**src/shared/uag_pkg.sv**
```systemverilog
/*
  uag_pkg: constants and types for the upper address / gpio pin mux.
  assumes a 32-bit classic wishbone slave port, 200 MHz system clock.
*/
`default_nettype none
package uag_pkg;
  localparam int UAG_PINS = 6;
  // offsets are 32-bit word indices; byte address is four times it
  localparam logic [15:0] UAG_BOOT_IDX = 16'h1C34;
  localparam logic [15:0] UAG_SEL_IDX = 16'h1C30;
  localparam logic [15:0] UAG_BOOT_ADR = 16'h70D0;
  localparam logic [15:0] UAG_SEL_ADR = 16'h70C0;
  // select field positions: bit n picks gpio (1) or address line (n+15)
  localparam int UAG_ADDR20_POS = 5;
  localparam int UAG_ADDR15_POS = 0;
  localparam logic [5:0] UAG_SEL_RESET = 6'h3F;
  localparam logic [5:0] UAG_BOOT_RESET = 6'h00;
  localparam logic [3:0] UAG_BOOT_DELAY_CYC = 4'hA;
  localparam logic [31:0] UAG_UNMAPPED_DATA = 32'h00000000;

  typedef struct packed {
    logic [5:0] o;
    logic [5:0] oe;
  } uag_pad_out_t;

  typedef struct packed {
    logic [5:0] pin_select;
    logic [5:0] boot;
    logic [3:0] cnt;
    logic done;
    logic ack;
    logic [31:0] rdat;
  } uag_state_t;
endpackage
`default_nettype wire

```
**src/verilog/uag_pad_cell.sv**
```systemverilog
/*
  uag_pad_cell: one shared pin, address line or gpio.
  assumes the gpio block supplies direction and data for the pin.
*/
`timescale 1ns/10ps
`default_nettype none
module uag_pad_cell (
  // selection
  input wire logic pick_gpio_i,
  input wire logic gpio_allowed_i,
  // functional sources
  input wire logic addr_i,
  input wire logic gpio_oe_i,
  input wire logic gpio_do_i,
  output logic gpio_di_o,
  // pin
  input wire logic pad_i,
  output logic pad_o,
  output logic pad_oe_o
);
  always_comb begin
    if (pick_gpio_i) begin
      // address output is cut off the pin entirely
      pad_o = gpio_do_i;
      pad_oe_o = gpio_oe_i & gpio_allowed_i;
      gpio_di_o = pad_i;
    end else begin
      pad_o = addr_i;
      pad_oe_o = 1'b1;
      gpio_di_o = 1'b0;
    end
  end
endmodule
`default_nettype wire

```
**src/verilog/uag_pin_mux.sv**
```systemverilog
/*
  uag_pin_mux: select register, boot strap capture and six shared pins.
  assumes a classic wishbone master and pins synchronous to clk_i.
*/
`timescale 1ns/10ps
`default_nettype none
module uag_pin_mux
  import uag_pkg::*;
(
  // clock and reset
  input wire logic clk_i,
  input wire logic rst_i,
  // wishbone slave
  input wire logic wb_cyc_i,
  input wire logic wb_stb_i,
  input wire logic wb_we_i,
  input wire logic [15:0] wb_adr_i,
  input wire logic [3:0] wb_sel_i,
  input wire logic [31:0] wb_dat_i,
  output logic [31:0] wb_dat_o,
  output logic wb_ack_o,
  // external memory address lines 20..15
  input wire logic [5:0] ext_mem_addr_line_i,
  // gpio 26..21
  input wire logic [5:0] general_io_oe_i,
  input wire logic [5:0] general_io_do_i,
  output logic [5:0] general_io_di_o,
  // shared pins
  input wire logic [5:0] pad_i,
  output uag_pad_out_t pad_o,
  // state seen by the rest of the chip
  output logic [5:0] external_bus_select_o,
  output logic [5:0] boot_select_latch_o,
  output logic boot_captured_o
);
  uag_state_t state;
  uag_state_t next_state;
  logic [5:0] pad_level;
  logic [5:0] pad_enable;

  function automatic logic hits(input logic [15:0] adr,
                                input logic [15:0] base);
    hits = (adr[15:2] == base[15:2]);
  endfunction

  always_comb begin
    next_state = state;
    next_state.ack = 1'b0;
    // count edges after release; capture exactly once
    if (!state.done) begin
      next_state.cnt = state.cnt + 4'h1;
      if (state.cnt == UAG_BOOT_DELAY_CYC - 4'h1) begin
        next_state.boot = pad_i;
        next_state.done = 1'b1;
      end
    end
    // single-cycle ack, dropped the cycle after
    if (wb_cyc_i && wb_stb_i && !state.ack) begin
      next_state.ack = 1'b1;
      next_state.rdat = UAG_UNMAPPED_DATA;
      if (hits(wb_adr_i, UAG_SEL_ADR)) begin
        next_state.rdat = {26'h0, state.pin_select};
      end else if (hits(wb_adr_i, UAG_BOOT_ADR)) begin
        // read-only; writes are ignored
        next_state.rdat = {26'h0, state.boot};
      end
    end
    // write lands on the ack edge, while the master still holds it
    if (wb_cyc_i && wb_stb_i && wb_we_i && state.ack && wb_sel_i[0] &&
        hits(wb_adr_i, UAG_SEL_ADR)) begin
      next_state.pin_select = wb_dat_i[5:0];
    end
    if (rst_i) begin
      next_state.pin_select = UAG_SEL_RESET;
      next_state.boot = UAG_BOOT_RESET;
      next_state.cnt = 4'h0;
      next_state.done = 1'b0;
      next_state.ack = 1'b0;
      next_state.rdat = UAG_UNMAPPED_DATA;
    end
  end

  always_ff @(posedge clk_i) begin
    state <= next_state;
  end

  // gpio drive held off until the straps are taken
  for (genvar i = 0; i < UAG_PINS; i++) begin : g_pad
    uag_pad_cell u_cell (
      .pick_gpio_i(state.pin_select[i]),
      .gpio_allowed_i(state.done),
      .addr_i(ext_mem_addr_line_i[i]),
      .gpio_oe_i(general_io_oe_i[i]),
      .gpio_do_i(general_io_do_i[i]),
      .gpio_di_o(general_io_di_o[i]),
      .pad_i(pad_i[i]),
      .pad_o(pad_level[i]),
      .pad_oe_o(pad_enable[i])
    );
  end

  assign pad_o = {pad_level, pad_enable};
  assign wb_dat_o = state.rdat;
  assign wb_ack_o = state.ack;
  assign external_bus_select_o = state.pin_select;
  assign boot_select_latch_o = state.boot;
  assign boot_captured_o = state.done;
endmodule
`default_nettype wire

```
**config.mk**
```make
export PLATFORM = sky130hd
export DESIGN_NAME = uag_pin_mux
export DESIGN_NICKNAME = d
export VERILOG_FILES = /design/src/shared/uag_pkg.sv /design/src/verilog/uag_pad_cell.sv /design/src/verilog/uag_pin_mux.sv
export SDC_FILE = /design/constraint.sdc
export NUM_CORES = 1
export LEC_CHECK = 0
export ABC_CLOCK_PERIOD_IN_PS = 3400
export BUFFER_PORTS_ARGS = -buffer_cell sky130_fd_sc_hd__buf_4
export CORE_MARGIN = 2
export CORE_UTILIZATION = 41
export CTS_CLUSTER_DIAMETER = 100
export DETAILED_ROUTE_END_ITERATION = 12
export GPL_ROUTABILITY_DRIVEN = 0
export PLACE_DENSITY = 0.92
export SLEW_MARGIN = 25
export SYNTH_ARGS = -nofsm -noshare
export SYNTH_HDL_FRONTEND = slang
export SYNTH_HIERARCHICAL = 1
export SYNTH_SLANG_ARGS = --single-unit
```
**constraint.sdc**
```tcl
create_clock -name clk_i -period 3.4 [get_ports clk_i]
set_input_delay 0.51 -clock clk_i [delete_from_list [all_inputs] [get_ports clk_i]]
set_output_delay 0.51 -clock clk_i [all_outputs]
set_load 0.005 [all_outputs]
```
==> load_flow_metrics.sql, run 1 <==
INSERT INTO impl_metrics (metric_group, metric, value, unit) VALUES
('yosys', 'synthesis.area', '1630', 'µm²'),
('yosys', 'post_synth_main_area_contributors', 'sky130_fd_sc_hd__dfxtp_1, sky130_fd_sc_hd__buf_4, sky130_fd_sc_hd__mux2_4, sky130_fd_sc_hd__mux2_2, sky130_fd_sc_hd__a21bo_2', ''),
('cts', 'cts.sink_count', '24', ''),
('floorplan', 'die_height', '67.1', 'µm'),
('status', 'outcome', 'completed', ''),
('critical_path', 'standard_cell_with_the_maximum_stage_delay_on_the_critical_path', 'sky130_fd_sc_hd__nor4_4', ''),
('critical_path', 'setup.worst_path.end_class', 'register', ''),
('cts', 'clockRootBuffer', 'sky130_fd_sc_hd__clkbuf_8', ''),
('sta', 'max_slew.worst_pin.slew', '0.741', 'ns'),
('critical_path', 'timing.critical_path.required', '3.56', 'ns'),
('floorplan', 'placeableCoreArea', '3740', 'µm²'),
('cts', 'postCtsSetupRepairBufs', '0', ''),
('final_layout', 'design_area', '2140', 'µm²'),
('floorplan', 'initial_core_util', '43.5', '%'),
('worst_hold_path', 'hold_path_class', 'reg2reg', ''),
('yosys', 'synth-main-ff-cell', 'sky130_fd_sc_hd__dfxtp_1', ''),
('grt', 'global_router_s_overall_resource_usage', '15.8', '%'),
('yosys', 'post_synthesis_compound_gate_area_fraction', '9.44', '%'),
('grt', 'groute.layer.met2.usage', '29.5', '%'),
('final_layout', 'finalNetCount', '321', ''),
('yosys', 'yosys.cell_count.top_type', 'sky130_fd_sc_hd__buf_4', ''),
('routing', 'via_per_inst', '4.61', ''),
('final_layout', 'drive_gt1_share', '52.3', '%'),
('routing', 'drtAntennaViolNets', '0', ''),
('yosys', 'synth-seq-area-share', '29.5', '%'),
('cts', 'numCtsBuffers', '3', ''),
('cts', 'ctsHoldBuffers', '0', ''),
('yosys', 'synthAdderAreaFrac', '1.53', '%'),
('sta', 'finalHoldViolations', '0', ''),
('yosys', 'dominant_combinational_cell_family_by_area_after_synthesis', 'buffers and inverters', ''),
('grt', 'global_route.peak_usage_layer', 'met2', ''),
('yosys', 'synthMuxAreaShare', '13.4', '%'),
('sta', 'max-slew-margin-rel', '50.3', '%'),
('sta', 'final_period_minus_worst_setup_slack', '2.16', 'ns'),
('placement', 'dpl_worst_slack', '0.972', 'ns'),
('yosys', 'synth-edff-count', '0', ''),
('critical_path', 'timing.critical_path.fanout_max', '13', ''),
('grt', 'grt_start_max_net_pins', '25', ''),
('sta', 'fmaxAchievable', '463', 'MHz'),
('grt', 'gr-usage-met1', '17.7', '%'),
('floorplan', 'floorplan.rows', '22', ''),
('placement', 'dp_hpwl', '2.85', 'mm'),
('grt', 'grt_pass1_wl', '5.32', 'mm'),
('floorplan', 'die_area', '4500', 'µm²'),
('final_layout', 'syn_to_final_growth', '31.2', '%'),
('yosys', 'synthDistinctLibCells', '33', ''),
('sta', 'finalCritPeriodShare', '63.5', '%'),
('sta', 'setup-tns-final', '0', 'ns'),
('routing', 'detail_route.wl_per_cell', '12.7', 'µm'),
('yosys', 'synth_area_in_simple_gates', '21.3', '%'),
('routing', 'post-route-drc-count', '0', ''),
('placement', 'portBuffers', '87', ''),
('critical_path', 'crit_arrival', '2.32', 'ns'),
('grt', 'overflow', '0', ''),
('yosys', 'warning_count_from_the_yosys_run', '6', ''),
('cts', 'cts_buffer_depth', '2', ''),
('grt', 'first_global_vias', '1210', ''),
('sta', 'report.final.slew_viol_count', '0', ''),
('yosys', 'synthCells', '171', ''),
('critical_path', 'critPathKind', 'in2reg', ''),
('cts', 'clk_pin_slew_worst_paths', '0.09', 'ns'),
('grt', 'use_met3', '2.03', '%'),
('yosys', 'synth.cells.most_frequent', 'sky130_fd_sc_hd__buf_4, sky130_fd_sc_hd__dfxtp_1, sky130_fd_sc_hd__nor2_1, sky130_fd_sc_hd__a21oi_1, sky130_fd_sc_hd__nand2_1', ''),
('power', 'finalPower', '591', 'µW'),
('critical_path', 'critical_path.startpoint_type', 'input pin', ''),
('yosys', 'syn_avg_cell_area', '9.53', 'µm²'),
('power', 'cellLeakagePower', '0.00109', 'µW'),
('yosys', 'ys_async_sr_fraction', '0', '%'),
('routing', 'dr.first_iter.drc_count', '30', ''),
('sta', 'worst_clock_skew', '0.00366', 'ns'),
('yosys', 'synth_xor_area_share', '1.61', '%');
## worst paths after layout
path / end / cells after the start / slack [ns] / from
worst max register to register: boot_select_latch_o[4] / 4 / 1.71 / state[34]
worst min-delay path: wb_dat_o[3] / 2 / 0.46 / wb_dat_o[3]
worst min register to register: wb_dat_o[3] / 2 / 0.46 / wb_dat_o[3]
worst max-delay path: external_bus_select_o[3] / 5 / 1.24 / wb_adr_i[11]
## worst min-delay path, stage by stage, from the launching register on
cell and delay (ns):
sky130_fd_sc_hd__dfxtp_1 0.32, sky130_fd_sc_hd__nand2_1 0.05, sky130_fd_sc_hd__a21oi_1 0.05
## per-layer routing
layer | wire [µm] | part of all wire (%)
met1 | 1370 | 38
met2 | 1870 | 52
met3 | 324 | 8.9
met4 | 61 | 1.7
met5 | 0 | 0
## final cells by class
| type | instances | area [µm²] |
|---|---|---|
| Fill cell | 350 | 1610 |
| Timing Repair Buffer | 87 | 653 |
| Clock buffer | 4 | 55.1 |
| Sequential cell | 24 | 480 |
| Tap cell | 48 | 60.1 |
| Multi-Input combinational cell | 120 | 882 |
| Inverter | 2 | 7.51 |
## through the flow
step / std cells / hold slack (ns) / util [%]
2_1_floorplan: 196 / 0.432 / -
3_3_place_gp: 281 / 0.442 / 55.4
3_5_place_dp: 281 / 0.448 / 55.4
4_1_cts: 285 / 0.460 / 56.9
5_1_grt: 285 / 0.479 / 57.1
6_report: 285 / 0.456 / 57.1
## layout by cell type, fill, tap and decap left out, types with 2 or more instances in the layout
cell / count
sky130_fd_sc_hd__a211o_1: 6
sky130_fd_sc_hd__a21bo_2: 6
sky130_fd_sc_hd__a21oi_1: 7
sky130_fd_sc_hd__and2_2: 6
sky130_fd_sc_hd__and3_1: 6
sky130_fd_sc_hd__buf_4: 87
sky130_fd_sc_hd__clkbuf_8: 4
sky130_fd_sc_hd__conb_1: 26
sky130_fd_sc_hd__dfxtp_1: 24
sky130_fd_sc_hd__ha_1: 2
sky130_fd_sc_hd__inv_1: 2
sky130_fd_sc_hd__mux2_2: 6
sky130_fd_sc_hd__mux2_4: 6
sky130_fd_sc_hd__mux2i_1: 6
sky130_fd_sc_hd__nand2_1: 7
sky130_fd_sc_hd__nand3_1: 6
sky130_fd_sc_hd__nor2_1: 14
sky130_fd_sc_hd__or4b_4: 2
sky130_fd_sc_hd__xor2_1: 2
## registers in the layout (all words and copies together), names as in the netlist
| signal | count |
|---|---|
| wb_ack_o | 1 |
| wb_dat_o | 6 |
| boot_captured_o | 1 |
| boot_select_latch_o | 6 |
| state | 4 |
| external_bus_select_o | 6 |
## report_power, final
group / switching, µW / leakage, µW / internal (µW) / total, µW
registers: 5.05 / 0.000194 / 285 / 290
logic: 39.8 / 0.000864 / 65.9 / 106
clock network: 91.7 / 0.0000288 / 103 / 195
## kinds of logic (layout without fill, tap and decap cells)
kind of cell             count (synthesis)  count (layout)
AND/OR/NAND/NOR                         51              51
buffers and inverters                   52              93
other                                    1              26
AO/OA/AOI/OAI                           20              20
multiplexers                            18              18
flip-flops                              24              24
XOR/XNOR                                 3               3
adder cells (fa/ha/maj)                  2               2
No activity file was read; power rests on OpenSTA's default activity.
==> run 2, diff against run 1 <==
ABC_CLOCK_PERIOD_IN_PS = 1900   (was 3400)
CORE_UTILIZATION = 34   (was 41)
PLACE_DENSITY = 0.82   (was 0.92)
clock period = 1.9 ns   (was 3.4 ns; I/O delays follow)
==> load_flow_metrics.sql, run 2 (synthesis results as in run 1) <==
INSERT INTO impl_metrics (metric_group, metric, value, unit) VALUES
('status', 'outcome', 'completed', ''),
('grt', 'global_router_s_overall_resource_usage', '13.0', '%'),
('grt', 'antenna_found_initial', '0', ''),
('floorplan', 'die_area', '5360', 'µm²'),
('floorplan', 'io_pins', '145', ''),
('power', 'peakVddDrop', '291', 'µV'),
('sta', 'smallest_setup_slack_after_layout', '0.337', 'ns'),
('final_layout', 'syn_to_final_growth', '32.9', '%'),
('sta', 'report.final.slew_viol_count', '0', ''),
('power', 'cellLeakagePower', '0.00111', 'µW'),
('cts', 'clkLatencyLatePin', '0.26', 'ns'),
('floorplan', 'initial_core_util', '35.0', '%'),
('routing', 'detail_route.wl_per_cell', '12.6', 'µm'),
('placement', 'dp_hpwl', '3.01', 'mm'),
('cts', 'clk_pin_slew_worst_paths', '0.08', 'ns'),
('critical_path', 'timing.critical_path.required', '2.09', 'ns'),
('routing', 'post-route-drc-count', '0', ''),
('cts', 'postCtsSetupRepairBufs', '0', ''),
('cts', 'cts-resized-gates', '0', ''),
('routing', 'finalWirelength', '3.71', 'mm'),
('worst_hold_path', 'hold_path_class', 'in2reg', ''),
('final_layout', 'finalNetCount', '325', ''),
('grt', 'first_global_vias', '1185', ''),
('routing', 'detail_route.first_pass.iterations', '4', ''),
('critical_path', 'crit_buf_inv', '2', ''),
('final_layout', 'most_common_library_cell_in_the_layout_ignoring_fill_and_taps', 'sky130_fd_sc_hd__buf_4', ''),
('floorplan', 'floorplan.rows', '25', ''),
('critical_path', 'timing.reg2reg.setup_slack', '0.36', 'ns'),
('sta', 'timing.hold.ws', '0.264', 'ns'),
('critical_path', 'critical_path.top_delay_family', 'simple AND/OR/NAND/NOR gates', ''),
('routing', 'dr.first_iter.drc_count', '35', ''),
('grt', 'overflow', '0', ''),
('power', 'pwr_density_cell', '483', 'nW/µm²'),
('floorplan', 'die_height', '73.2', 'µm'),
('critical_path', 'setup.worst_path.end_class', 'register', ''),
('cts', 'numCtsBuffers', '3', ''),
('routing', 'via_per_inst', '4.54', ''),
('cts', 'cts_buffer_depth', '2', ''),
('sta', 'fmaxAchievable', '640', 'MHz'),
('critical_path', 'crit_arrival', '1.76', 'ns'),
('grt', 'grt_pass1_wl', '5.34', 'mm'),
('placement', 'numPlacedInstances', '291', ''),
('sta', 'worst_clock_skew', '0.00308', 'ns'),
('cts', 'ctsHoldBuffers', '0', ''),
('sta', 'final_period_minus_worst_setup_slack', '1.56', 'ns'),
('critical_path', 'path_cells', 'buf_4 -> or4b_4 -> nor4_4 -> buf_4 -> nand3_1 -> a21oi_1', ''),
('grt', 'grt_start_max_net_pins', '25', ''),
('final_layout', 'filler_cell_count', '463', ''),
('flow_run', 'total_of_max_cap_violations', '0', ''),
('sta', 'finalHoldViolations', '0', ''),
('final_layout', 'drive_gt1_share', '53.1', '%'),
('critical_path', 'critPathKind', 'in2reg', ''),
('final_layout', 'most-common-layout-cells', 'sky130_fd_sc_hd__buf_4, sky130_fd_sc_hd__conb_1, sky130_fd_sc_hd__dfxtp_1, sky130_fd_sc_hd__nor2_1', ''),
('critical_path', 'timing.critical_path.mode_cell', 'sky130_fd_sc_hd__buf_4', ''),
('critical_path', 'timing.critical_path.fanout_max', '12', ''),
('critical_path', 'standard_cell_with_the_maximum_stage_delay_on_the_critical_path', 'sky130_fd_sc_hd__or4b_4', ''),
('sta', 'setup-violations-final', '0', ''),
('sta', 'finalCritPeriodShare', '82.2', '%'),
('sta', 'setup_repair_after_global_routing_missed_its_margin', 'false', ''),
('critical_path', 'critical_path.startpoint_type', 'input pin', ''),
('routing', 'drtAntennaViolNets', '0', ''),
('final_layout', 'finish.cell_count_without_fillers', '295', ''),
('floorplan', 'placeableCoreArea', '4660', 'µm²'),
('routing', 'num_vias', '1339', ''),
('placement', 'portBuffers', '87', ''),
('critical_path', 'critical_path.max_stage_delay', '0.54', 'ns'),
('cts', 'cts_tree', 'done', ''),
('placement', 'dpl-instance-area', '2110', 'µm²'),
('floorplan', 'die_w', '73.2', 'µm'),
('cts', 'cts.sink_count', '24', ''),
('cts', 'clockRootBuffer', 'sky130_fd_sc_hd__clkbuf_8', ''),
('sta', 'setup-tns-final', '0', 'ns'),
('cts', 'h-tree-depth', '1', ''),
('final_layout', 'design_area', '2170', 'µm²'),
('final_layout', 'insertedDiodeCount', '0', ''),
('placement', 'dpl_worst_slack', '0.0440', 'ns');
==> run 2: where the power goes <==
part / leakage [µW] / switching (µW) / internal, µW
registers: 0.000194 / 8.25 / 510
clock network: 0.0000288 / 156 / 185
logic: 0.000885 / 71.7 / 117
total: 0.00111 / 236 / 812
==> run 2: worst paths after layout <==
kind	from	endpoint	cells past startpoint
max	wb_adr_i[11]	wb_dat_o[3]	6
max reg2reg	state[34]	boot_select_latch_o[5]	5
min reg2reg	wb_dat_o[0]	wb_dat_o[0]	2
min	pad_i[1]	boot_select_latch_o[1]	3
==> run 2: cell type report <==
type | instances | area [µm²] | share of cell area [%]
Clock buffer | 4 | 55.1 | 2.54
Inverter | 2 | 7.51 | 0.346
Multi-Input combinational cell | 120 | 873 | 40.3
Sequential cell | 24 | 480 | 22.2
Tap cell | 54 | 67.6 | 3.12
Timing Repair Buffer | 91 | 683 | 31.5
==> run 2: tightest hold or removal path: cells and delay by family <==
kind	cells	cell delay, ns
buffers and inverters	1	0.08
AND/OR/NAND/NOR	1	0.07
multiplexers	1	0.05
==> run 2: through the flow <==
stage / utilization, % / total power [µW]
6_report: 46.5 / 1050
5_1_grt: 46.5 / 1090
4_1_cts: 46.5 / 1060
3_5_place_dp: 45.3 / 719
3_3_place_gp: 45.3 / 714
2_1_floorplan: - / 644
==> run 2: routing by layer <==
layer | part of all wire (%) | wire [µm] | track usage [%]
met5 | 0 | 0 | 0
met4 | 1.0 | 38 | 4.94
met3 | 8.8 | 328 | 2.49
met2 | 51 | 1900 | 24.5
met1 | 39 | 1440 | 14.0
==> run 3, diff against run 2 <==
ABC_CLOCK_PERIOD_IN_PS = 1350   (was 1900)
clock period = 1.35 ns   (was 1.9 ns; I/O delays follow)
==> load_flow_metrics.sql, run 3 (synthesis results as in run 1) <==
INSERT INTO impl_metrics (metric_group, metric, value, unit) VALUES
('status', 'outcome', 'finished, violations left', ''),
('status', 'failed_checks', 'setup timing', ''),
('floorplan', 'io_pins', '145', ''),
('floorplan', 'die_height', '73.2', 'µm'),
('cts', 'cts_buffer_depth', '2', ''),
('critical_path', 'crit_arrival', '1.62', 'ns'),
('sta', 'setup-violations-final', '12', ''),
('grt', 'global_router_s_overall_resource_usage', '14.0', '%'),
('cts', 'ctsHoldBuffers', '0', ''),
('grt', 'first_global_vias', '1357', ''),
('worst_hold_path', 'worst_hold_path.num_cells', '3', ''),
('critical_path', 'critical_path.max_stage_delay', '0.54', 'ns'),
('routing', 'post-route-drc-count', '0', ''),
('cts', 'clockRootBuffer', 'sky130_fd_sc_hd__clkbuf_8', ''),
('worst_hold_path', 'worstHoldStart', 'pad_i[0]', ''),
('sta', 'timing.hold.ws', '0.186', 'ns'),
('sta', 'setup_repair_after_global_routing_missed_its_margin', 'true', ''),
('critical_path', 'timing.reg2reg.setup_slack', '0', 'ns'),
('sta', 'finalHoldViolations', '0', ''),
('floorplan', 'die_area', '5360', 'µm²'),
('grt', 'grt_pass1_wl', '5.79', 'mm'),
('final_layout', 'post-route-util', '49.4', '%'),
('cts', 'h-tree-depth', '1', ''),
('critical_path', 'timing.critical_path.required', '1.50', 'ns'),
('sta', 'final_period_minus_worst_setup_slack', '1.47', 'ns'),
('routing', 'detail_route.wl_per_cell', '12.8', 'µm'),
('routing', 'num_vias', '1392', ''),
('grt', 'overflow', '0', ''),
('floorplan', 'placeableCoreArea', '4660', 'µm²'),
('sta', 'report.final.slew_viol_count', '0', ''),
('sta', 'finalCritPeriodShare', '109', '%'),
('grt', 'grt_start_max_net_pins', '25', ''),
('worst_hold_path', 'min_to', 'boot_select_latch_o[0]', ''),
('critical_path', 'critical_path.startpoint_type', 'input pin', ''),
('floorplan', 'floorplan.rows', '25', ''),
('critical_path', 'standard_cell_with_the_maximum_stage_delay_on_the_critical_path', 'sky130_fd_sc_hd__or4b_4', ''),
('cts', 'numCtsBuffers', '3', ''),
('final_layout', 'design_area', '2300', 'µm²'),
('floorplan', 'die_w', '73.2', 'µm'),
('grt', 'antenna_found_initial', '0', ''),
('cts', 'clkLatencyLatePin', '0.26', 'ns'),
('sta', 'smallest_setup_slack_after_layout', '-0.117', 'ns'),
('critical_path', 'setup.worst_path.end_class', 'register', ''),
('flow_run', 'total_of_max_cap_violations', '0', ''),
('routing', 'via_per_inst', '4.59', ''),
('final_layout', 'most_common_library_cell_in_the_layout_ignoring_fill_and_taps', 'sky130_fd_sc_hd__buf_4', ''),
('final_layout', 'drive_gt1_share', '59.4', '%'),
('routing', 'drtAntennaViolNets', '0', ''),
('final_layout', 'insertedDiodeCount', '0', ''),
('power', 'peakVddDrop', '342', 'µV'),
('critical_path', 'critPathKind', 'in2reg', ''),
('final_layout', 'most-common-layout-cells', 'sky130_fd_sc_hd__buf_4, sky130_fd_sc_hd__conb_1, sky130_fd_sc_hd__dfxtp_1, sky130_fd_sc_hd__nor2_1, sky130_fd_sc_hd__nand2_1', ''),
('cts', 'clk_pin_slew_worst_paths', '0.08', 'ns'),
('sta', 'worst_clock_skew', '0.00257', 'ns'),
('floorplan', 'initial_core_util', '35.0', '%'),
('routing', 'detail_route.first_pass.iterations', '4', ''),
('critical_path', 'timing.rr.end', 'boot_select_latch_o[5]', ''),
('placement', 'portBuffers', '87', ''),
('cts', 'cts.sink_count', '24', ''),
('placement', 'dp_hpwl', '3.07', 'mm'),
('critical_path', 'timing.critical_path.fanout_max', '6', ''),
('critical_path', 'critical_path.reg2reg.startpoint', 'state[35]', ''),
('power', 'pwr_density_cell', '709', 'nW/µm²'),
('placement', 'dpl-instance-area', '2160', 'µm²'),
('routing', 'dr.first_iter.drc_count', '47', ''),
('final_layout', 'finalNetCount', '333', ''),
('critical_path', 'path_cells', 'buf_6 -> or4b_4 -> nor4_4 -> buf_4 -> nand2_4 -> a211o_1', ''),
('final_layout', 'syn_to_final_growth', '41.3', '%'),
('routing', 'finalWirelength', '3.87', 'mm'),
('worst_hold_path', 'hold_path_class', 'in2reg', ''),
('power', 'cellLeakagePower', '0.00116', 'µW'),
('cts', 'cts_tree', 'done', ''),
('sta', 'fmaxAchievable', '682', 'MHz'),
('critical_path', 'rr_worst_depth', '6', '');
[run 3: cell types whose count changed in the layout (fill, tap and decap cells not counted), sizes merged]
| cell | change |
|---|---|
| bufinv | +1 |
| buf | +8 |
| clkbuf | -1 |
[run 3: per-stage QoR]
step | setup WS [ns] | TNS [ns] | cells | total power (µW)
3_3_place_gp | -0.396 | -5.41 | 297 | 1020
5_1_grt | -0.166 | -2.12 | 303 | 1690
6_report | -0.117 | -1.14 | 303 | 1630
2_1_floorplan | -0.295 | -2.57 | 196 | 907
3_5_place_dp | -0.442 | -5.98 | 297 | 1020
4_1_cts | -0.102 | -1.05 | 303 | 1650
[run 3: worst max-delay path by stage]
stage,start,to,slack (ns),cells past startpoint
2_1_floorplan,wb_adr_i[15],external_bus_select_o[3],-0.29,5
3_3_place_gp,wb_adr_i[15],external_bus_select_o[4],-0.40,6
3_5_place_dp,wb_adr_i[15],wb_dat_o[3],-0.44,6
4_1_cts,wb_adr_i[9],external_bus_select_o[5],-0.10,6
5_1_grt,wb_adr_i[9],external_bus_select_o[2],-0.17,6
6_report,wb_adr_i[9],external_bus_select_o[5],-0.12,6
[run 3: report_power, final]
group          leakage [µW]  total [µW]  switching (µW)  internal [µW]
Clock             0.0000357         616             220            396
Sequential         0.000193         726            9.33            716
Combinational      0.000929         292             110            183
Total               0.00116        1630             339           1290
[run 3: cell type report]
| cell class | count | area, µm² |
|---|---|---|
| Fill cell | 443 | 2360 |
| Multi-Input combinational cell | 120 | 907 |
| Timing Repair Buffer | 99 | 758 |
| Sequential cell | 24 | 492 |
| Tap cell | 54 | 67.6 |
| Clock buffer | 3 | 41.3 |
| Clock inverter | 1 | 30.0 |
| Inverter | 2 | 7.51 |
[run 3: what timing repair did]
item / CTS / global route
endpoints found under the hold margin: 0 / 0
gates cloned: 1 / 0
pin swaps: 4 / 3
setup buffers: 1 / 0
setup endpoints to repair: 25 / 27
resized for setup: 15 / 5
[run 3: per-layer routing]
metal	track usage, %	vias to the layer above	wire, µm
met5	0	-	0
met4	5.56	0	34
met3	2.76	2	391
met2	26.6	77	2020
met1	14.9	647	1430
li1	-	666	-
[run 3: worst max-delay path: cells and delay by family]
family                 cells  cell delay (ns)
AOI/OAI and AO/OA          1             0.27
buffers and inverters      2             0.28
and+or+nand+nor            3             0.88
